[config.mk]
export PLATFORM = sky130hd
export DESIGN_NAME = cdp_output_ctrl
export DESIGN_NICKNAME = d
export VERILOG_FILES = /design/src/hdl/cdp_pkg.sv /design/src/hdl/cdp_output_ctrl.sv /design/src/hdl/cdp_channel_div.sv
export SDC_FILE = /design/constraint.sdc
export NUM_CORES = 1
export LEC_CHECK = 0
export ABC_CLOCK_PERIOD_IN_PS = 3750
export BUFFER_PORTS_ARGS = -buffer_cell sky130_fd_sc_hd__buf_2
export CORE_ASPECT_RATIO = 0.5
export CORE_MARGIN = 8
export CORE_UTILIZATION = 25
export CTS_CLUSTER_DIAMETER = 120
export DETAILED_ROUTE_END_ITERATION = 10
export PLACE_DENSITY_LB_ADDON = 0.08
export RECOVER_POWER = 25
export SKIP_CTS_REPAIR_TIMING = 1
export SLEW_MARGIN = 30
export SYNTH_ARGS = -nofsm -noshare
export SYNTH_HDL_FRONTEND = slang
export SYNTH_HIERARCHICAL = 1
export SYNTH_SLANG_ARGS = --single-unit
[constraint.sdc]
create_clock -name clk_i -period 3.75 [get_ports clk_i]
set_input_delay 0.1875 -clock clk_i [delete_from_list [all_inputs] [get_ports clk_i]]
set_output_delay 0.1875 -clock clk_i [all_outputs]
set_load 0.01 [all_outputs]
[src/hdl/cdp_pkg.sv]
/*
  Constants, register map and divider decode for the channel divider,
  phase delay and clock output control block.
  Assumes an 8-bit configuration word port driven by the serial port logic.
*/
package cdp_pkg;

  // ----------------------------------------
  // sizes
  // ----------------------------------------
  localparam int NUM_CH = 5;
  localparam int NUM_OUT = 10;

  // ----------------------------------------
  // timing
  // ----------------------------------------
  localparam int CLK_PERIOD_PS = 40000;
  localparam int DELAY_STEP_PS = 407;
  // one step is shorter than a cycle, so it rounds up to one cycle
  localparam int DELAY_STEP_CYC_RAW = (DELAY_STEP_PS + CLK_PERIOD_PS - 1) / CLK_PERIOD_PS;
  localparam int DELAY_STEP_CYC = (DELAY_STEP_CYC_RAW < 1) ? 1 : DELAY_STEP_CYC_RAW;

  // ----------------------------------------
  // register map
  // ----------------------------------------
  localparam logic [7:0] CH_BASE = 8'h20;
  localparam logic [3:0] CH_STRIDE_SHIFT = 4'h4;
  localparam logic [3:0] OFS_DIVIDER = 4'h0;
  localparam logic [3:0] OFS_DELAY = 4'h1;
  localparam logic [3:0] OFS_POWER = 4'h2;
  localparam logic [3:0] OFS_OUT_STATE = 4'h4;
  localparam logic [7:0] ADDR_EN_LO = 8'h74;
  localparam logic [7:0] ADDR_EN_HI = 8'h75;

  // ----------------------------------------
  // field positions
  // ----------------------------------------
  localparam int BIT_PD = 7;
  localparam int BIT_STYLE = 4;
  localparam int BIT_AMP_LO = 2;

  // ----------------------------------------
  // reset values
  // ----------------------------------------
  localparam logic [7:0] RST_DIVIDER = 8'h04;
  localparam logic [7:0] RST_DELAY = 8'h00;
  localparam logic RST_PD = 1'b0;
  localparam logic RST_STYLE = 1'b0;
  localparam logic [1:0] RST_AMP = 2'h0;
  localparam logic RST_EN = 1'b0;

  // ----------------------------------------
  // divider code to ratio; unlisted codes fall back to divide by two
  // ----------------------------------------
  function automatic logic [7:0] div_ratio(input logic [7:0] code);
    logic [7:0] r;
    r = 8'h02;
    unique case (code)
      8'h80: r = 8'h01;
      8'h00: r = 8'h02;
      8'h01: r = 8'h03;
      8'h02: r = 8'h04;
      8'h03: r = 8'h05;
      8'h04: r = 8'h06;
      8'h06: r = 8'h08;
      8'h43: r = 8'h0A;
      8'h44: r = 8'h0C;
      8'h46: r = 8'h10;
      8'h4B: r = 8'h14;
      8'h4C: r = 8'h18;
      8'h53: r = 8'h1E;
      8'h4E: r = 8'h20;
      8'h54: r = 8'h24;
      8'h5B: r = 8'h28;
      8'h56: r = 8'h30;
      8'h63: r = 8'h32;
      8'h64: r = 8'h3C;
      8'h5E: r = 8'h40;
      8'h5F: r = 8'h48;
      8'h66: r = 8'h50;
      8'h6E: r = 8'h60;
      8'h7B: r = 8'h64;
      8'h7C: r = 8'h78;
      8'h76: r = 8'h80;
      8'h7E: r = 8'hA0;
      default: r = 8'h02;
    endcase
    return r;
  endfunction

  typedef enum logic [0:0] {CDP_WAIT, CDP_RUN} cdp_div_state_t;

endpackage

[src/hdl/cdp_output_ctrl.sv]
/*
  Channel and clock output configuration registers with the five channel
  dividers and ten gated clock outputs.
  Assumes the serial port logic presents byte-wide register accesses,
  and that start-up loads from storage arrive as ordinary writes.
*/
`timescale 1ns/1ns
`default_nettype none

// Summary of operation
// - decode divider code into integer ratio
// - divider code resets to divide by six
// - phase delay equals code times one step
// - two-bit amplitude code selects output swing
// - style bit selects LVDS or LVPECL
// - disabled or powered-down output held low, else passes clock
// - fields take defaults at reset, loads override
module cdp_output_ctrl
#(
  parameter int NUM_CH = cdp_pkg::NUM_CH,
  parameter int NUM_OUT = cdp_pkg::NUM_OUT
)
(
  input wire logic clk_i,
  input wire logic reset_n_i,
  input wire logic [7:0] cfg_addr_i,
  input wire logic [7:0] cfg_wdata_i,
  input wire logic cfg_write_i,
  input wire logic cfg_read_i,
  output logic [7:0] cfg_rdata_o,
  output logic [NUM_OUT-1:0] clock_output_o,
  output logic [NUM_OUT-1:0] output_style_o,
  output logic [2*NUM_OUT-1:0] output_amplitude_o,
  output logic [NUM_OUT-1:0] output_power_down_o,
  output logic [NUM_CH-1:0] channel_power_down_o
);

  // ----------------------------------------
  // output to channel map and output slot map
  // ----------------------------------------
  localparam logic [2:0] OUT_CH [10] = '{3'd0, 3'd0, 3'd0, 3'd1, 3'd1,
                                        3'd2, 3'd2, 3'd3, 3'd4, 3'd4};
  localparam logic [1:0] OUT_SLOT [10] = '{2'd0, 2'd1, 2'd2, 2'd0, 2'd1,
                                          2'd0, 2'd1, 2'd0, 2'd0, 2'd1};

  logic [7:0] div_code_q [NUM_CH];
  logic [7:0] delay_q [NUM_CH];
  logic [NUM_CH-1:0] ch_pd_q;
  logic [NUM_OUT-1:0] out_pd_q;
  logic [NUM_OUT-1:0] style_q;
  logic [1:0] amp_q [NUM_OUT];
  logic [NUM_OUT-1:0] en_q;
  logic [NUM_CH-1:0] ch_clk;

  logic [3:0] ch_sel;
  logic [3:0] sub_sel;
  logic ch_hit;
  logic [NUM_OUT-1:0] out_hit;
  logic [7:0] rdata_d;

  assign ch_sel = cfg_addr_i[7:4] - 4'h2;
  assign sub_sel = cfg_addr_i[3:0];
  assign ch_hit = (cfg_addr_i >= cdp_pkg::CH_BASE) && (ch_sel < 4'(NUM_CH));

  // ----------------------------------------
  // per channel registers and divider
  // ----------------------------------------
  genvar c;
  generate
    for (c = 0; c < NUM_CH; c++)
    begin : g_ch
      always_ff @(posedge clk_i or negedge reset_n_i)
      begin
        if (!reset_n_i)
        begin
          div_code_q[c] <= cdp_pkg::RST_DIVIDER;
          delay_q[c] <= cdp_pkg::RST_DELAY;
          ch_pd_q[c] <= cdp_pkg::RST_PD;
        end
        else if (cfg_write_i && ch_hit && ch_sel == 4'(c))
        begin
          if (sub_sel == cdp_pkg::OFS_DIVIDER)
          begin
            div_code_q[c] <= cfg_wdata_i;
          end
          if (sub_sel == cdp_pkg::OFS_DELAY)
          begin
            delay_q[c] <= cfg_wdata_i;
          end
          if (sub_sel == cdp_pkg::OFS_POWER)
          begin
            ch_pd_q[c] <= cfg_wdata_i[cdp_pkg::BIT_PD];
          end
        end
      end

      cdp_channel_div u_div
      (
        .clk_i(clk_i),
        .reset_n_i(reset_n_i),
        .ratio_i(cdp_pkg::div_ratio(div_code_q[c])),
        .delay_i(delay_q[c]),
        .power_down_i(ch_pd_q[c]),
        .clk_o(ch_clk[c])
      );
    end
  endgenerate

  // ----------------------------------------
  // per output registers and gating
  // ----------------------------------------
  genvar o;
  generate
    for (o = 0; o < NUM_OUT; o++)
    begin : g_out
      assign out_hit[o] = ch_hit && ch_sel == {1'b0, OUT_CH[o]}
                          && sub_sel == cdp_pkg::OFS_OUT_STATE + {2'b00, OUT_SLOT[o]};

      always_ff @(posedge clk_i or negedge reset_n_i)
      begin
        if (!reset_n_i)
        begin
          out_pd_q[o] <= cdp_pkg::RST_PD;
          style_q[o] <= cdp_pkg::RST_STYLE;
          amp_q[o] <= cdp_pkg::RST_AMP;
        end
        else if (cfg_write_i && out_hit[o])
        begin
          out_pd_q[o] <= cfg_wdata_i[cdp_pkg::BIT_PD];
          style_q[o] <= cfg_wdata_i[cdp_pkg::BIT_STYLE];
          amp_q[o] <= cfg_wdata_i[cdp_pkg::BIT_AMP_LO +: 2];
        end
      end

      always_ff @(posedge clk_i or negedge reset_n_i)
      begin
        if (!reset_n_i)
        begin
          en_q[o] <= cdp_pkg::RST_EN;
        end
        else if (cfg_write_i && o < 8 && cfg_addr_i == cdp_pkg::ADDR_EN_LO)
        begin
          en_q[o] <= cfg_wdata_i[(7 - o) & 7];
        end
        else if (cfg_write_i && o >= 8 && cfg_addr_i == cdp_pkg::ADDR_EN_HI)
        begin
          en_q[o] <= cfg_wdata_i[(o - 8) & 7];
        end
      end

      always_ff @(posedge clk_i or negedge reset_n_i)
      begin
        if (!reset_n_i)
        begin
          clock_output_o[o] <= 1'b0;
          output_style_o[o] <= cdp_pkg::RST_STYLE;
          output_amplitude_o[2*o +: 2] <= cdp_pkg::RST_AMP;
          output_power_down_o[o] <= cdp_pkg::RST_PD;
        end
        else
        begin
          clock_output_o[o] <= en_q[o] && !out_pd_q[o] && !ch_pd_q[OUT_CH[o]]
                               && ch_clk[OUT_CH[o]];
          output_style_o[o] <= style_q[o];
          output_amplitude_o[2*o +: 2] <= amp_q[o];
          output_power_down_o[o] <= out_pd_q[o] || ch_pd_q[OUT_CH[o]];
        end
      end
    end
  endgenerate

  always_ff @(posedge clk_i or negedge reset_n_i)
  begin
    if (!reset_n_i)
    begin
      channel_power_down_o <= '0;
    end
    else
    begin
      channel_power_down_o <= ch_pd_q;
    end
  end

  // ----------------------------------------
  // read back; reserved bits and holes read zero
  // ----------------------------------------
  always_comb
  begin
    rdata_d = 8'h00;
    if (ch_hit && sub_sel == cdp_pkg::OFS_DIVIDER)
    begin
      rdata_d = div_code_q[ch_sel[2:0]];
    end
    else if (ch_hit && sub_sel == cdp_pkg::OFS_DELAY)
    begin
      rdata_d = delay_q[ch_sel[2:0]];
    end
    else if (ch_hit && sub_sel == cdp_pkg::OFS_POWER)
    begin
      rdata_d[cdp_pkg::BIT_PD] = ch_pd_q[ch_sel[2:0]];
    end
    else if (cfg_addr_i == cdp_pkg::ADDR_EN_LO)
    begin
      for (int i = 0; i < 8; i++)
      begin
        rdata_d[7 - i] = en_q[i];
      end
    end
    else if (cfg_addr_i == cdp_pkg::ADDR_EN_HI)
    begin
      rdata_d[1:0] = en_q[9:8];
    end
    for (int i = 0; i < NUM_OUT; i++)
    begin
      if (out_hit[i])
      begin
        rdata_d[cdp_pkg::BIT_PD] = out_pd_q[i];
        rdata_d[cdp_pkg::BIT_STYLE] = style_q[i];
        rdata_d[cdp_pkg::BIT_AMP_LO +: 2] = amp_q[i];
      end
    end
  end

  always_ff @(posedge clk_i or negedge reset_n_i)
  begin
    if (!reset_n_i)
    begin
      cfg_rdata_o <= 8'h00;
    end
    else if (cfg_read_i)
    begin
      cfg_rdata_o <= rdata_d;
    end
  end

endmodule

`default_nettype wire

[src/hdl/cdp_channel_div.sv]
/*
  One output channel: integer divider of the synthesized clock with a
  coarse start delay counted in delay steps.
  Assumes clk_i is the synthesized clock and settings are static most of the time.
*/
`timescale 1ns/1ns
`default_nettype none

module cdp_channel_div
(
  input wire logic clk_i,
  input wire logic reset_n_i,
  input wire logic [7:0] ratio_i,
  input wire logic [7:0] delay_i,
  input wire logic power_down_i,
  output logic clk_o
);

  cdp_pkg::cdp_div_state_t state_q;
  logic [7:0] ratio_q;
  logic [7:0] delay_q;
  logic [15:0] wait_q;
  logic [7:0] cnt_q;
  logic [8:0] half;
  logic restart;

  assign half = ({1'b0, ratio_q} + 9'h001) >> 1;
  // any setting change re-phases the channel
  assign restart = power_down_i || (ratio_i != ratio_q) || (delay_i != delay_q);

  // ----------------------------------------
  // delay then divide
  // ----------------------------------------
  always_ff @(posedge clk_i or negedge reset_n_i)
  begin
    if (!reset_n_i)
    begin
      state_q <= cdp_pkg::CDP_WAIT;
      ratio_q <= 8'h06;
      delay_q <= cdp_pkg::RST_DELAY;
      wait_q <= 16'h0000;
      cnt_q <= 8'h00;
      clk_o <= 1'b0;
    end
    else if (restart)
    begin
      state_q <= cdp_pkg::CDP_WAIT;
      ratio_q <= ratio_i;
      delay_q <= delay_i;
      wait_q <= 16'(delay_i * cdp_pkg::DELAY_STEP_CYC);
      cnt_q <= 8'h00;
      clk_o <= 1'b0;
    end
    else
    begin
      unique case (state_q)
        cdp_pkg::CDP_WAIT:
        begin
          if (wait_q == 16'h0000)
          begin
            state_q <= cdp_pkg::CDP_RUN;
          end
          else
          begin
            wait_q <= wait_q - 16'h0001;
          end
        end
        cdp_pkg::CDP_RUN:
        begin
          cnt_q <= (cnt_q + 8'h01 >= ratio_q) ? 8'h00 : cnt_q + 8'h01;
          clk_o <= ({1'b0, cnt_q} < half);
        end
      endcase
    end
  end

endmodule

`default_nettype wire

==> summary.txt <==
Status
  • Outcome: finished with violations
  • Violated checks: capacitance limit, slew limit

Worst setup path
  • Critical R2R Capture: g_ch[0].u_div/wait_q[7]$_DFFE_PN0P_
  • Slowest stage delay, CP: 0.53 ns
  • Worst-path cell with the longest stage delay: or4_1
  • Critical path fanouts, max: 17
  • Critical Path Sink Type: flip-flop
  • Cell count of the worst reg-to-reg path: 11
  • Top delay family on crit path: simple AND/OR/NAND/NOR gates
  • Setup CP Type: reg -> reg
  • CP Data Arrival Time: 3.97 ns
  • CP required: 4.22 ns
  • Crit-path cells: buf_4 -> or3_1 -> a21boi_0 -> o21ai_0 -> a32o_1 -> xor2_1 -> nor4_1 -> nand3_1 -> or4_1 -> buf_12 -> mux2_2
  • Worst r2r src: div_code_q[33]$_DFFE_PN0P_
  • Worst setup SP type: flip-flop
  • Critical path buffers and inverters: 2
  • Worst reg2reg setup slack: 0.24 ns

Floorplan
  • Std cell rows: 80
  • Core area: 95000 um2
  • Die X: 453 um
  • Num ports: slightly above 80
  • Initial Util: 25.1%
  • DIE AREA: 106000 um2
  • Die height: 234 um

Drt
  • Routed WL per cell: 20.4 um
  • Final wirelength: 75.9 mm
  • DRT iter0 DRCs: 1229
  • 1st-pass router iterations: 5
  • Post-DRT Antenna Nets: 0
  • Via Count: 17932
  • Vias per cell: 4.81
  • DRC viols: 0

Clocking
  • Clock-pin slew on the worst setup and hold paths: 0.06 ns
  • Inserted Clock Buffers: between 40 and 50
  • CTS tree: yes
  • CTS sink cnt: 408
  • H-Tree Depth: 2
  • Clock buffer depth: 3
  • Clock Latency Late Sink: 0.61 ns
  • Root Driver: clkbuf_16

Min path
  • Hold Path Class: in -> reg
  • Hold Path Depth: 2
  • Worst hold endpoint: cfg_rdata_o[6]$_DFFE_PN0P_
  • Worst Min Path Start: cfg_read_i

Placed design
  • Hpwl dp: 56.0 mm
  • Port bufs: 82
  • Placed Cells: 3638
  • GPL Wtd Cong: 0.830

Synth
  • Top cells by area in the synthesized netlist: dfrtp_1 41%, mux2_2 8.2%, ha_1 4.8%
  • Cell taking the most area after synthesis: dfrtp_1
  • Syn_nets: ~2500
  • Post-synth top area share: around 40%
  • Top-count cell post-synth: dfrtp_1
  • Synth Instances: 2414
  • Mapped Area: 23900 um2
  • Sequential share of the synthesized area: 42.9%
  • Dominant synthesized flop cell: dfrtp_1
  • Synth warnings: 6
  • Async set-or-reset flop fraction in the synthesized netlist: 100%
  • Avg Cell Area, Syn: 9.88 um2
  • Synth Register Bits: between 400 and 500
  • Unique masters post-synth: 91
  • Top cells by count, synth: 393 x dfrtp_1, 174 x mux2_2, 165 x nor2_1
  • Post-synth EDFFs: 0

Cells and area
  • Layout Nets: around 2500
  • Layout area overhead: 14.0%
  • # fillers: 9953
  • Post-layout util: 28.6%
  • Post-route insts no fill: 3725
  • Share of layout cells above drive strength 1: 20.9%

Timing
  • RSZ-0062 raised after global routing: no
  • Final Setup Violations: 0
  • Actual slew at the worst max-slew pin: 2.33 ns
  • Final Hold Violating Endpoints: 0
  • Max-slew headroom: -55.6%
  • Fin crit share: 93.5%
  • Sum Neg Setup Slack: 0 ns
  • Slew Limit Fails: 79
  • Fmax: 285 MHz
  • Skew final: 0.0249 ns
  • Min Clock Period, post-route: 3.51 ns

GRT
  • Total track usage: 14.1%
  • GRT overflow: 0
  • First-pass GRT wire length: 117 mm
  • Initial antenna violation count: 7
  • Largest net degree at the start of global routing: 98
  • Number of global-route vias before repair: 18095

Pwr
  • Max VDD drop: ~310 uV
  • Power per cell area: 542 nW/um2
  • Leak: roughly 0.012 uW

Job
  • Max-cap violations: 1
## layout by cell type (no fill, tap or decap), types with 9 or more instances in the layout
cell type	Yosys	final
o21a_1	12	12
mux2i_1	33	33
xnor2_1	109	109
ha_1	91	91
or3_1	29	29
xor2_1	78	78
inv_1	86	86
nor2_1	165	165
and3_1	14	14
dfrtp_1	393	391
a31oi_1	17	17
and2_1	19	19
nor3_1	84	84
nand3_1	73	73
nand2b_1	50	49
mux4_2	10	10
clkbuf_1	153	14
a22oi_1	33	33
clkbuf_16	0	47
dfstp_2	15	15
o21ai_0	107	107
nor2b_1	29	29
nand3b_1	9	9
or4_4	10	11
nor3b_1	11	11
nor4_1	42	38
buf_2	27	81
buf_4	8	58
or2_2	32	32
o22ai_1	33	33
a21oi_1	91	91
a2111oi_0	14	13
nand2_1	150	150
nand4_1	24	24
or4_1	10	9
mux2_2	174	174
## layer usage
metal / GRT usage, % / share of wire [%]
met1: 21.0 / 52
met2: 21.6 / 43
met3: 1.88 / 3.3
met4: 2.88 / 1.6
met5: 0 / 0
## sequential cells by signal, summed over array words and instances, names as in the netlist
name                  flops
amp_q                    20
cfg_rdata_o               8
ch_pd_q                   5
channel_power_down_o      5
clock_output_o           10
delay_q                  40
div_code_q               40
en_q                     10
g_ch.u_div/clk_o          5
g_ch.u_div/cnt_q         40
g_ch.u_div/delay_q       40
g_ch.u_div/ratio_q       40
g_ch.u_div/state_q        5
g_ch.u_div/wait_q        80
out_pd_q                 10
output_amplitude_o       20
output_power_down_o      10
output_style_o           10
style_q                  10
## power breakdown
group	switching (uW)	internal, uW	total [uW]	leakage (uW)
Combinational	2440	1990	4430	0.00602
Clock	2030	2780	4810	0.000763
Sequential	616	4900	5510	0.00555
## worst register-to-register path, stage by stage (launching register included)
cell      delay, ns
dfrtp_1        0.51
buf_4          0.25
or3_1          0.37
a21boi_0       0.16
o21ai_0        0.16
a32o_1         0.32
xor2_1         0.21
nor4_1         0.29
nand3_1        0.10
or4_1          0.53
buf_12         0.22
mux2_2         0.27
## layout make-up
cell class	instances	area [um2]	share of cell area, %
Inverter	90	338	1.24
Multi-Input combinational cell	1720	12500	46.0
Antenna cell	1	2.50	0.00920
Tap cell	1271	1590	5.85
Sequential cell	408	10200	37.6
Timing Repair Buffer	150	972	3.57
Clock inverter	21	258	0.948
Clock buffer	64	1300	4.78
## metrics by stage
step                total power [uW]  hold WS [ns]  worst slack (ns)  instance area (um2)
finish                         14700        0.0715             0.245                27200
detailed placement             10100         0.281             0.195                25600
floorplan                       8840        -0.108             0.464                23900
global route                   15800        0.0363           0.00350                27200
global placement               10100         0.278             0.166                25600
CTS                            15100        -0.376             0.177                27200
## cell families (layout without fill, tap and decap cells)
logic type                 after synthesis  count (layout)  share of synthesized area, %
buffers and inverters                  286             325                          4.83
and+or+nand+nor                        799             799                          18.2
other                                    0               1                             0
AOI/OAI and AO/OA                      421             421                          11.6
adders and majority gates               93              93                          4.86
muxes                                  218             218                          10.6
xor gates and xnor gates               189             189                          7.00
DFF                                    408             408                          42.9
## how the worst max path moves through the flow
stage	end	slack, ns	start	cells past startpoint
after floorplan	g_ch[1].u_div/wait_q[7]$_DFFE_PN0P_	0.46	div_code_q[28]$_DFFE_PN0P_	12
after global placement	g_ch[4].u_div/wait_q[4]$_DFFE_PN0P_	0.17	div_code_q[6]$_DFFE_PN0P_	12
after detailed placement	g_ch[4].u_div/wait_q[7]$_DFFE_PN0P_	0.20	div_code_q[6]$_DFFE_PN0P_	12
after CTS	g_ch[4].u_div/wait_q[7]$_DFFE_PN0P_	0.18	div_code_q[6]$_DFFE_PN0P_	12
after global routing	g_ch[3].u_div/wait_q[1]$_DFFE_PN0P_	0.003	div_code_q[12]$_DFFE_PN0P_	12
final	g_ch[0].u_div/wait_q[7]$_DFFE_PN0P_	0.24	div_code_q[33]$_DFFE_PN0P_	11
Note: power is estimated with default switching activity, not from simulation.
